--- src/verilog/psm_pkg.sv ---
// Package of command codes, field positions, reset values and limits for the phase shedding monitor
package psm_pkg;

   // ************************************************************
   // Command codes of the host register port
   // ************************************************************
   localparam logic [7:0] CMD_OVERTEMP_WARN_LIMIT  = 8'h50;
   localparam logic [7:0] CMD_OVERTEMP_FAULT_LIMIT = 8'h51;
   localparam logic [7:0] CMD_READ_INPUT_VOLTAGE   = 8'h88;
   localparam logic [7:0] CMD_READ_TEMPERATURE     = 8'h8d;
   localparam logic [7:0] CMD_READ_ENABLE_VOLTAGE  = 8'hd8;
   localparam logic [7:0] CMD_READ_SENSE_TWO       = 8'hd9;
   localparam logic [7:0] CMD_READ_STATUS          = 8'hda;
   localparam logic [7:0] CMD_MANUFACTURER_CONFIG  = 8'hd1;
   localparam logic [7:0] CMD_POWER_GOOD_LIMITS    = 8'he0;
   localparam logic [7:0] CMD_THERMISTOR_GAIN      = 8'hf7;
   localparam logic [7:0] CMD_THERMISTOR_OFFSET    = 8'hf8;

   // ************************************************************
   // Field positions
   // ************************************************************
   localparam int LP_PHASES_MSB = 7;
   localparam int LP_PHASES_LSB = 6;
   localparam int PG_HIGH_MSB   = 1;
   localparam int PG_HIGH_LSB   = 0;

   // ************************************************************
   // Values after reset
   // ************************************************************
   localparam logic [7:0] RST_MANUFACTURER_CONFIG  = 8'h00;
   localparam logic [7:0] RST_POWER_GOOD_LIMITS    = 8'h00;
   localparam logic [7:0] RST_OVERTEMP_WARN_LIMIT  = 8'hff;
   localparam logic [7:0] RST_OVERTEMP_FAULT_LIMIT = 8'hff;
   localparam logic [7:0] RST_THERMISTOR_GAIN      = 8'h01;
   localparam logic [7:0] RST_THERMISTOR_OFFSET    = 8'h00;

   // ************************************************************
   // Analog limits in millivolts and the input divider shift
   // ************************************************************
   localparam logic [11:0] PG_HIGH_MV_00    = 12'd300;
   localparam logic [11:0] PG_HIGH_MV_01    = 12'd250;
   localparam logic [11:0] PG_HIGH_MV_10    = 12'd200;
   localparam logic [11:0] PG_HIGH_MV_11    = 12'd150;
   localparam logic [11:0] CROWBAR_RELEASE_MV = 12'd300;
   localparam int          VIN_DIVIDER_SHIFT = 3;

   // ************************************************************
   // Types
   // ************************************************************
   typedef enum logic [1:0] {
      PSM_OFF   = 2'b00,
      PSM_START = 2'b01,
      PSM_RUN   = 2'b10
   } psm_state_t;

endpackage

--- src/verilog/psm_sync.sv ---
// Three stage input synchroniser that accepts a change once the last two stages agree
`timescale 1ns/1ps
module psm_sync #(
   parameter int WIDTH = 1
) (
   input  wire logic             clk,
   input  wire logic             rst,
   input  wire logic [WIDTH-1:0] async_in,
   input  wire logic [WIDTH-1:0] reset_value,
   output logic      [WIDTH-1:0] sync_out
);
   import psm_pkg::*;

   logic [WIDTH-1:0] stage1_reg;
   logic [WIDTH-1:0] stage2_reg;
   logic [WIDTH-1:0] stage3_reg;
   logic [WIDTH-1:0] out_reg;
   logic [WIDTH-1:0] out_next;

   // Refuse an empty synchroniser while the design is built
   if (WIDTH < 1) $error("psm_sync WIDTH must be at least 1");

   // Output follows only bits whose last two stages agree
   always_comb begin
      out_next = out_reg;
      for (int i = 0; i < WIDTH; i++) begin
         if (stage2_reg[i] == stage3_reg[i]) out_next[i] = stage3_reg[i];
      end
   end

   // Shift chain; stages clear on reset, so output starts at reset_value
   always_ff @(posedge clk or posedge rst) begin
      if (rst) begin
         stage1_reg <= '0;
         stage2_reg <= '0;
         stage3_reg <= '0;
         out_reg    <= '0;
      end else begin
         stage1_reg <= async_in;
         stage2_reg <= stage1_reg;
         stage3_reg <= stage2_reg;
         out_reg    <= out_next;
      end
   end

   assign sync_out = out_reg ^ reset_value;
endmodule

--- src/verilog/psm_temp.sv ---
// Thermistor temperature computation: voltage times gain plus offset, saturated
`timescale 1ns/1ps
module psm_temp #(
   parameter int ADC_BITS = 10,
   parameter int OUT_BITS = 16
) (
   input  wire logic                clk,
   input  wire logic                rst,
   input  wire logic [ADC_BITS-1:0] therm_code,
   input  wire logic [7:0]          gain,
   input  wire logic [7:0]          offset,
   output logic      [OUT_BITS-1:0] temperature
);
   import psm_pkg::*;

   localparam int FULL_BITS = ADC_BITS + 9;

   logic [FULL_BITS-1:0] full_sum;
   logic [OUT_BITS-1:0]  temp_reg;
   logic [OUT_BITS-1:0]  temp_next;

   // Refuse an output word that cannot hold the raw code or exceeds the sum
   if (OUT_BITS < ADC_BITS || OUT_BITS > FULL_BITS) $error("psm_temp OUT_BITS out of range");

   // Gain 1 with offset 0 returns the raw pin code unchanged
   always_comb begin
      full_sum  = FULL_BITS'(therm_code) * FULL_BITS'(gain) + FULL_BITS'(offset);
      temp_next = full_sum[OUT_BITS-1:0];
      if (full_sum > FULL_BITS'({OUT_BITS{1'b1}})) temp_next = {OUT_BITS{1'b1}};
   end

   always_ff @(posedge clk or posedge rst) begin
      if (rst) temp_reg <= '0;
      else     temp_reg <= temp_next;
   end

   assign temperature = temp_reg;
endmodule

--- src/verilog/psm_top.sv ---
// Phase shedding, enable gating, crowbar, thermal and voltage monitor control logic
//
// Operation
// - Low-power input low drives the shed phase disable output low.
// - After reset only phase 1 runs during low-power until software changes it.
// - Low-power phase code sits in bits 7:6 of manufacturer config, host writable.
// - Six phases: 00 and 11 run 1; 01 runs 1,4; 10 runs 1,3,5.
// - Four phases: code 01 runs phases 1 and 3; others run phase 1.
// - Five phases: 01 runs 1 and 4; three or fewer always run phase 1.
// - Lockout or low enable holds PWM, power good and both disables low.
// - Startup begins only when supply above lockout and enable above threshold together.
// - Over crowbar level PWM held low until output drops below 300 mV.
// - Crowbar level follows the programmed power good high limit.
// - Overtemperature indicator asserts when temperature exceeds the fault limit.
// - Temperature equals thermistor voltage times gain plus offset.
// - Gain 1 and offset 0 returns the raw thermistor voltage.
// - Warning and fault limits host programmable; temperature readable by host.
// - Enable and two sense voltages measured 10 bits wide; enable and second sense readable, first only as input voltage.
// - Input voltage reading is first sense voltage times eight.
// - Power good high limit code bits 1:0: 300, 250, 200, 150 mV.
`timescale 1ns/1ps
module psm_top #(
   parameter int PHASES   = 6,
   parameter int ADC_BITS = 10
) (
   input  wire logic                clk,
   input  wire logic                rst,
   input  wire logic                low_power_state_input_n,
   input  wire logic                enable_above_threshold,
   input  wire logic                undervoltage_lockout,
   input  wire logic [2:0]          normal_phase_count,
   input  wire logic [PHASES-1:0]   pwm_in,
   input  wire logic                power_good_in,
   input  wire logic [11:0]         vout_mv,
   input  wire logic [11:0]         vid_mv,
   input  wire logic [ADC_BITS-1:0] thermistor_sense_code,
   input  wire logic [ADC_BITS-1:0] enable_pin_code,
   input  wire logic [ADC_BITS-1:0] voltage_sense_one_code,
   input  wire logic [ADC_BITS-1:0] voltage_sense_two_code,
   input  wire logic                reg_wr_en,
   input  wire logic                reg_rd_en,
   input  wire logic [7:0]          reg_cmd,
   input  wire logic [7:0]          reg_wdata,
   output logic      [15:0]         reg_rdata,
   output logic                     reg_rd_valid,
   output logic                     reg_cmd_error,
   output logic      [PHASES-1:0]   pwm_out,
   output logic      [PHASES-1:0]   low_power_phase_mask,
   output logic                     shed_phase_disable_n,
   output logic                     main_phase_disable_n,
   output logic                     power_good,
   output logic                     startup_begin,
   output logic                     crowbar_active,
   output logic                     overtemp_indicator,
   output logic                     overtemp_warning
);
   import psm_pkg::*;

   // The mapping table and read words serve six phases and ten bit codes only
   if (PHASES != 6) $error("psm_top PHASES must be 6");
   if (ADC_BITS != 10) $error("psm_top ADC_BITS must be 10");


   // ************************************************************
   // Input synchronisers
   // ************************************************************
   logic [1:0] pins_sync;
   logic       low_power_active;
   logic       enable_ok;
   logic       lockout_sync;

   // Low-power input rests high, so it is inverted before the synchroniser
   psm_sync #(
      .WIDTH       (3)
   ) u_pin_sync (
      .clk         (clk),
      .rst         (rst),
      .async_in    ({undervoltage_lockout, enable_above_threshold, ~low_power_state_input_n}),
      .reset_value (3'b000),
      .sync_out    ({lockout_sync, pins_sync})
   );

   assign low_power_active = pins_sync[0];
   assign enable_ok        = pins_sync[1];

   // ************************************************************
   // Host registers
   // ************************************************************
   logic [7:0]  manufacturer_config_reg;
   logic [7:0]  manufacturer_config_next;
   logic [7:0]  pg_limits_reg;
   logic [7:0]  pg_limits_next;
   logic [7:0]  ot_warn_limit_reg;
   logic [7:0]  ot_warn_limit_next;
   logic [7:0]  overtemp_fault_limit_reg;
   logic [7:0]  overtemp_fault_limit_next;
   logic [7:0]  therm_gain_reg;
   logic [7:0]  therm_gain_next;
   logic [7:0]  therm_offset_reg;
   logic [7:0]  therm_offset_next;
   logic [15:0] rdata_reg;
   logic [15:0] rdata_next;
   logic        rd_valid_reg;
   logic        rd_valid_next;
   logic        cmd_error_reg;
   logic        cmd_error_next;

   logic [15:0] temperature_reading;
   logic [12:0] input_voltage_reading;
   logic [ADC_BITS-1:0] enable_reading_reg;
   logic [ADC_BITS-1:0] sense_two_reading_reg;
   logic [12:0] input_voltage_reg;
   logic [7:0]  status_byte;

   // Write decode and read mux; unknown commands raise the error pulse
   always_comb begin
      manufacturer_config_next     = manufacturer_config_reg;
      pg_limits_next      = pg_limits_reg;
      ot_warn_limit_next  = ot_warn_limit_reg;
      overtemp_fault_limit_next = overtemp_fault_limit_reg;
      therm_gain_next     = therm_gain_reg;
      therm_offset_next   = therm_offset_reg;
      rdata_next          = rdata_reg;
      rd_valid_next       = 1'b0;
      cmd_error_next      = 1'b0;
      if (reg_wr_en) begin
         case (reg_cmd)
            CMD_MANUFACTURER_CONFIG:  manufacturer_config_next     = reg_wdata;
            CMD_POWER_GOOD_LIMITS:    pg_limits_next      = reg_wdata;
            CMD_OVERTEMP_WARN_LIMIT:  ot_warn_limit_next  = reg_wdata;
            CMD_OVERTEMP_FAULT_LIMIT: overtemp_fault_limit_next = reg_wdata;
            CMD_THERMISTOR_GAIN:      therm_gain_next     = reg_wdata;
            CMD_THERMISTOR_OFFSET:    therm_offset_next   = reg_wdata;
            default:                  cmd_error_next      = 1'b1;
         endcase
      end else if (reg_rd_en) begin
         rd_valid_next = 1'b1;
         case (reg_cmd)
            CMD_MANUFACTURER_CONFIG:  rdata_next = {8'h00, manufacturer_config_reg};
            CMD_POWER_GOOD_LIMITS:    rdata_next = {8'h00, pg_limits_reg};
            CMD_OVERTEMP_WARN_LIMIT:  rdata_next = {8'h00, ot_warn_limit_reg};
            CMD_OVERTEMP_FAULT_LIMIT: rdata_next = {8'h00, overtemp_fault_limit_reg};
            CMD_THERMISTOR_GAIN:      rdata_next = {8'h00, therm_gain_reg};
            CMD_THERMISTOR_OFFSET:    rdata_next = {8'h00, therm_offset_reg};
            CMD_READ_TEMPERATURE:     rdata_next = temperature_reading;
            CMD_READ_INPUT_VOLTAGE:   rdata_next = {3'h0, input_voltage_reg};
            CMD_READ_ENABLE_VOLTAGE:  rdata_next = {6'h00, enable_reading_reg};
            CMD_READ_SENSE_TWO:       rdata_next = {6'h00, sense_two_reading_reg};
            CMD_READ_STATUS:          rdata_next = {8'h00, status_byte};
            default: begin
               rdata_next     = 16'h0000;
               cmd_error_next = 1'b1;
            end
         endcase
      end
   end

   always_ff @(posedge clk or posedge rst) begin
      if (rst) begin
         manufacturer_config_reg     <= RST_MANUFACTURER_CONFIG;
         pg_limits_reg      <= RST_POWER_GOOD_LIMITS;
         ot_warn_limit_reg  <= RST_OVERTEMP_WARN_LIMIT;
         overtemp_fault_limit_reg <= RST_OVERTEMP_FAULT_LIMIT;
         therm_gain_reg     <= RST_THERMISTOR_GAIN;
         therm_offset_reg   <= RST_THERMISTOR_OFFSET;
         rdata_reg          <= 16'h0000;
         rd_valid_reg       <= 1'b0;
         cmd_error_reg      <= 1'b0;
      end else begin
         manufacturer_config_reg     <= manufacturer_config_next;
         pg_limits_reg      <= pg_limits_next;
         ot_warn_limit_reg  <= ot_warn_limit_next;
         overtemp_fault_limit_reg <= overtemp_fault_limit_next;
         therm_gain_reg     <= therm_gain_next;
         therm_offset_reg   <= therm_offset_next;
         rdata_reg          <= rdata_next;
         rd_valid_reg       <= rd_valid_next;
         cmd_error_reg      <= cmd_error_next;
      end
   end

   assign reg_rdata     = rdata_reg;
   assign reg_rd_valid  = rd_valid_reg;
   assign reg_cmd_error = cmd_error_reg;

   // ************************************************************
   // Voltage and temperature monitoring
   // ************************************************************
   psm_temp #(
      .ADC_BITS    (ADC_BITS),
      .OUT_BITS    (16)
   ) u_temp (
      .clk         (clk),
      .rst         (rst),
      .therm_code  (thermistor_sense_code),
      .gain        (therm_gain_reg),
      .offset      (therm_offset_reg),
      .temperature (temperature_reading)
   );

   // Divide-by-eight network assumed on the first sense pin
   assign input_voltage_reading = {voltage_sense_one_code, 3'b000};

   logic ot_fault_next;
   logic ot_fault_reg;
   logic ot_warn_next;
   logic ot_warn_reg;

   // Limit comparisons against the full temperature word
   always_comb begin
      ot_fault_next = temperature_reading > {8'h00, overtemp_fault_limit_reg};
      ot_warn_next  = temperature_reading > {8'h00, ot_warn_limit_reg};
   end

   always_ff @(posedge clk or posedge rst) begin
      if (rst) begin
         ot_fault_reg          <= 1'b0;
         ot_warn_reg           <= 1'b0;
         enable_reading_reg    <= '0;
         sense_two_reading_reg <= '0;
         input_voltage_reg     <= '0;
      end else begin
         ot_fault_reg          <= ot_fault_next;
         ot_warn_reg           <= ot_warn_next;
         enable_reading_reg    <= enable_pin_code;
         sense_two_reading_reg <= voltage_sense_two_code;
         input_voltage_reg     <= input_voltage_reading;
      end
   end

   assign overtemp_indicator = ot_fault_reg;
   assign overtemp_warning   = ot_warn_reg;

   // ************************************************************
   // Low-power phase selection
   // ************************************************************
   logic [1:0]        lp_code;
   logic [PHASES-1:0] lp_mask;

   assign lp_code = manufacturer_config_reg[LP_PHASES_MSB:LP_PHASES_LSB];

   // Mapping row picked by the strapped normal phase count
   always_comb begin
      lp_mask = 6'h01;
      case (normal_phase_count)
         3'h6: begin
            if (lp_code == 2'b01)      lp_mask = 6'h09;
            else if (lp_code == 2'b10) lp_mask = 6'h15;
         end
         3'h5: begin
            if (lp_code == 2'b01)      lp_mask = 6'h09;
         end
         3'h4: begin
            if (lp_code == 2'b01)      lp_mask = 6'h05;
         end
         default: lp_mask = 6'h01;
      endcase
   end

   assign low_power_phase_mask = lp_mask;

   // ************************************************************
   // Enable sequencing and crowbar
   // ************************************************************
   psm_state_t  state_reg;
   psm_state_t  state_next;
   logic        crowbar_reg;
   logic        crowbar_next;
   logic [11:0] pg_high_mv;
   logic [12:0] crowbar_level;
   logic        enabled;

   // Crowbar level tracks the power good high limit code
   always_comb begin
      case (pg_limits_reg[PG_HIGH_MSB:PG_HIGH_LSB])
         2'b00:   pg_high_mv = PG_HIGH_MV_00;
         2'b01:   pg_high_mv = PG_HIGH_MV_01;
         2'b10:   pg_high_mv = PG_HIGH_MV_10;
         default: pg_high_mv = PG_HIGH_MV_11;
      endcase
      crowbar_level = {1'b0, vid_mv} + {1'b0, pg_high_mv};
   end

   // Start only when both lockout clear and enable high in one cycle
   always_comb begin
      state_next   = state_reg;
      crowbar_next = crowbar_reg;
      case (state_reg)
         PSM_OFF: begin
            if (!lockout_sync && enable_ok) state_next = PSM_START;
         end
         PSM_START: state_next = PSM_RUN;
         PSM_RUN:   state_next = PSM_RUN;
         default:   state_next = PSM_OFF;
      endcase
      if (lockout_sync || !enable_ok) state_next = PSM_OFF;
      if ({1'b0, vout_mv} > crowbar_level) crowbar_next = 1'b1;
      else if (vout_mv < CROWBAR_RELEASE_MV) crowbar_next = 1'b0;
   end

   always_ff @(posedge clk or posedge rst) begin
      if (rst) begin
         state_reg   <= PSM_OFF;
         crowbar_reg <= 1'b0;
      end else begin
         state_reg   <= state_next;
         crowbar_reg <= crowbar_next;
      end
   end

   assign enabled        = (state_reg != PSM_OFF);
   assign startup_begin  = (state_reg == PSM_START);
   assign crowbar_active = crowbar_reg;

   // ************************************************************
   // Output gating
   // ************************************************************
   logic [PHASES-1:0] pwm_next;
   logic [PHASES-1:0] pwm_reg;
   logic              shed_n_next;
   logic              shed_n_reg;
   logic              main_n_next;
   logic              main_n_reg;
   logic              pg_next;
   logic              pg_reg;

   // PWM low when off or crowbarred; shed phases masked in low power
   always_comb begin
      pwm_next    = '0;
      shed_n_next = 1'b0;
      main_n_next = 1'b0;
      pg_next     = 1'b0;
      if (enabled) begin
         main_n_next = 1'b1;
         shed_n_next = !low_power_active;
         pg_next     = power_good_in;
         if (!crowbar_reg) begin
            pwm_next = low_power_active ? (pwm_in & lp_mask) : pwm_in;
         end
      end
   end

   always_ff @(posedge clk or posedge rst) begin
      if (rst) begin
         pwm_reg    <= '0;
         shed_n_reg <= 1'b0;
         main_n_reg <= 1'b0;
         pg_reg     <= 1'b0;
      end else begin
         pwm_reg    <= pwm_next;
         shed_n_reg <= shed_n_next;
         main_n_reg <= main_n_next;
         pg_reg     <= pg_next;
      end
   end

   assign pwm_out              = pwm_reg;
   assign shed_phase_disable_n = shed_n_reg;
   assign main_phase_disable_n = main_n_reg;
   assign power_good           = pg_reg;
   assign status_byte          = {2'b00, ot_warn_reg, ot_fault_reg, crowbar_reg, low_power_active,
                                  startup_begin, enabled};
endmodule

--- config.mk ---
export PLATFORM = sky130hd
export DESIGN_NAME = psm_top
export DESIGN_NICKNAME = d
export VERILOG_FILES = /design/src/verilog/psm_pkg.sv /design/src/verilog/psm_sync.sv /design/src/verilog/psm_temp.sv /design/src/verilog/psm_top.sv
export SDC_FILE = /design/constraint.sdc
export NUM_CORES = 1
export LEC_CHECK = 0
export BUFFER_PORTS_ARGS = -buffer_cell sky130_fd_sc_hd__buf_2
export CORE_ASPECT_RATIO = 0.8
export CORE_UTILIZATION = 59
export DETAILED_ROUTE_END_ITERATION = 8
export HOLD_SLACK_MARGIN = 0.02
export PLACE_DENSITY = 0.81
export SLEW_MARGIN = 0
export SYNTH_ARGS = -nofsm -noshare
export SYNTH_HDL_FRONTEND = slang
export SYNTH_SLANG_ARGS = --single-unit
--- constraint.sdc ---
create_clock -name clk -period 6.2 [get_ports clk]
set_input_delay 1.55 -clock clk [delete_from_list [all_inputs] [get_ports clk]]
set_output_delay 1.55 -clock clk [all_outputs]
set_load 0.1 [all_outputs]
==> results.toml <==
[logic_synthesis]
netlist_area_sq_um = 9900
synth_edf_count = 0
yosys-top-cells-area = "dfrtp_1 (31%), fa_1 (12%), ha_1 (11%), mux2_2 (5.9%), inv_1 (4.9%)"
synth.largest_area_cell = "dfrtp_1"
yosysWarnings = 0
ys_types = 78
synth-seq-cells = 138
avgSynthCellArea_sq_um = 10.1
ys_seq_area_share_pct = 35.1
synthFlopType = "dfrtp_1"
synthCells = 977
yosys.area.top_type_share_pct = 30.6
async_reset_ff_share_pct = 100

[timing]
fin_crit_ns = 5.66
setup_tns_ns = 0
finalCritPeriodShare_pct = 91.3
worst_pin_slew_ns = 1.28
rsz0062_at_grt = "no"
max_freq_ghz = 0.177
timing.slew.headroom_pct = 13.4
layout_setup_ws_ns = 0.539
timing.hold.ws_ns = 0.351
setup_violations = 0
finalHoldViolations = 0
slew_violations = 0
clock_skew_ns = 0.00665

[route]
first_pass_iters = 5
wirelength_um = 25800
initialDrtViolationCount = 710
vias_per_cell = 5.99
vias = 7960
antenna_left = 0
drc = 0
wl_per_cell_um = 19.4

[cells_and_area]
nets = 1340
mostFrequentLayoutCell = "buf_2"
diodes = 0
layout-drive-gt1-share_pct = 23.2
final_cell_mix = "buf_2 (130), inv_1 (128), dfrtp_1 (121)"
area_growth_pct = 14.4

[power]
power.internal_mw = 1.84
p_clk_share_pct = 38.7
power.leakage_nw = 5.69
pwr-share-seq_pct = 38.7
power_density_nw_per_um2 = 238
power.switching_mw = 0.856
ir_worst_vdd_uv = 208
swShare_pct = 31.8
comb_power_share_pct = 22.6

[clock_tree]
cts_root_buf = "clkbuf_16"
hold_buffers = 0
cts_setup_buffers = 0
clk_pin_slew_ns = 0.06
cts_tree = "done"
cts-htree-levels = 4
cts_resized = 0
clk_latency_ns = 0.42
cts.sinks = 138
cts_buffer_depth = 2
cts-buffers-inserted = 17

[floorplanning]
ioPinCount = 134
start_util_pct = 61.5
std_cell_rows = 41
fp.dieW_um = 147
coreArea_sq_um = 16100
die_y_um = 118
die-area_sq_um = 17300

[global_routing]
antenna_found_initial = 1
grtUsageTotal_pct = 30.5
grt_max_degree = 93
overflow = 0
grt_pass1_vias = 7748
grt_first_pass_wirelength_um = 41000

[outcome]
status = "complete, no violations"

[hold_path]
worstHoldPathType = "flop to flop"

[setup_path]
slowest_delay_ns = 0.55
cp_common_cell = "fa_1"
cp-start-kind = "primary input"
critPathArrivalTime_ns = 5.94
critPathMaxFanout = 16
critPathSlowestCell = "fa_1"
crit_type = "primary input to flop"
endpoint_kind = "flop"
worstPathCellList = "buf_2 -> and2_1 -> fa_1 -> fa_1 -> fa_1 -> inv_1 -> fa_1 -> inv_1 -> ha_1 -> a21oi_2 -> o21ai_1 -> or4_1 -> o32a_2 -> a22oi_4 -> buf_12 -> o211ai_1"
worstPathRequired_ns = 6.48

[place]
port_buffers = 130
routabilityCongestion = 0.967
hpwl_um = 19600
pre_cts_ws_ns = 0.138

[flow_run]
max_cap_violations = 0
cells in the mapped netlist (4+ instances only):
master / number
o211ai_1: 8
a221oi_1: 5
a22oi_1: 15
a21o_1: 12
o21ai_0: 32
a211oi_1: 9
nand2_1: 73
ha_1: 86
nand3b_1: 11
xor2_1: 7
xnor2_1: 8
dfrtp_1: 121
buf_2: 11
nor2_1: 31
inv_1: 129
o21ai_1: 9
and2_1: 60
nor4_1: 6
o221ai_1: 4
clkbuf_1: 15
and3_1: 4
a22o_1: 8
nand3_1: 38
buf_4: 5
and4b_1: 4
dfstp_2: 17
or3_1: 5
a21oi_1: 30
nor2b_1: 11
nor3_1: 13
mux2_2: 52
nand2b_1: 7
fa_1: 57
stage by stage:
stage / power [mW] / area, sq um / cells / utilization [%]
final: 2.69 / 11300 / 1328 / 70.3
after global routing: 2.81 / 11300 / 1328 / 70.3
after CTS: 2.70 / 11300 / 1328 / 70.3
after detailed placement: 1.65 / 10700 / 1296 / 66.5
after global placement: 1.64 / 10700 / 1296 / 66.5
after floorplan: 1.47 / 9910 / 978 / -
area by class of cell:
type	count	area (sq um)
inverters	129	489
fillers	1225	4780
clock buffers	19	443
flip-flops and latches	138	3470
repair buffers	138	723
clock inverters	13	170
multi-input cells	676	5760
well taps	215	269
layer usage:
metal,GRT usage [%],up-vias,wire (um)
met3,7.95,56,2800
met2,44.3,451,11000
met1,44.8,3863,11400
li1,-,3588,-
met4,8.33,2,556
met5,0,-,9
kinds of logic (layout without fill, tap and decap cells):
kind of cell / Yosys count / in the layout / share of synthesized area (%)
compound gates: 168 / 168 / 11.8
other cells: 2 / 3 / 0.0758
fa+ha+maj: 146 / 146 / 22.7
simple gates: 289 / 289 / 16.0
xor+xnor: 15 / 15 / 1.33
mux: 55 / 55 / 6.22
flops: 138 / 138 / 35.1
buf+inv: 164 / 299 / 6.77
worst paths after layout:
| check | start | to | slack (ns) | cells past startpoint |
|---|---|---|---|---|
| setup / recovery | thermistor_sense_code[3] | u_temp.temperature[15] | 0.54 | 16 |
| hold / removal | u_pin_sync.stage1_reg[1] | u_pin_sync.stage2_reg[1] | 0.35 | 0 |
| setup reg to reg | therm_gain_reg[4] | u_temp.temperature[15] | 1.18 | 15 |
| hold reg to reg | u_pin_sync.stage1_reg[1] | u_pin_sync.stage2_reg[1] | 0.35 | 0 |
| max in group asynchronous | rst | u_temp.temperature[5] | 3.77 | 3 |
| min in group asynchronous | rst | u_pin_sync.stage2_reg[1] | 1.29 | 2 |
critical path, delay by kind of cell:
family                   cells  cell delay [ns]
AO/OA/AOI/OAI                5             0.84
adder cells (fa/ha/maj)      5             2.51
buffers and inverters        4             0.41
AND/OR/NAND/NOR              2             0.61
power by group through the flow:
stage,clock (mW),sequential (mW),combinational (mW)
floorplan,0,1.11,0.365
global placement,0,1.05,0.585
detailed placement,0,1.05,0.598
CTS,1.05,1.04,0.606
global route,1.09,1.04,0.672
finish,1.04,1.04,0.609
Power figures use the tool's default switching activity.
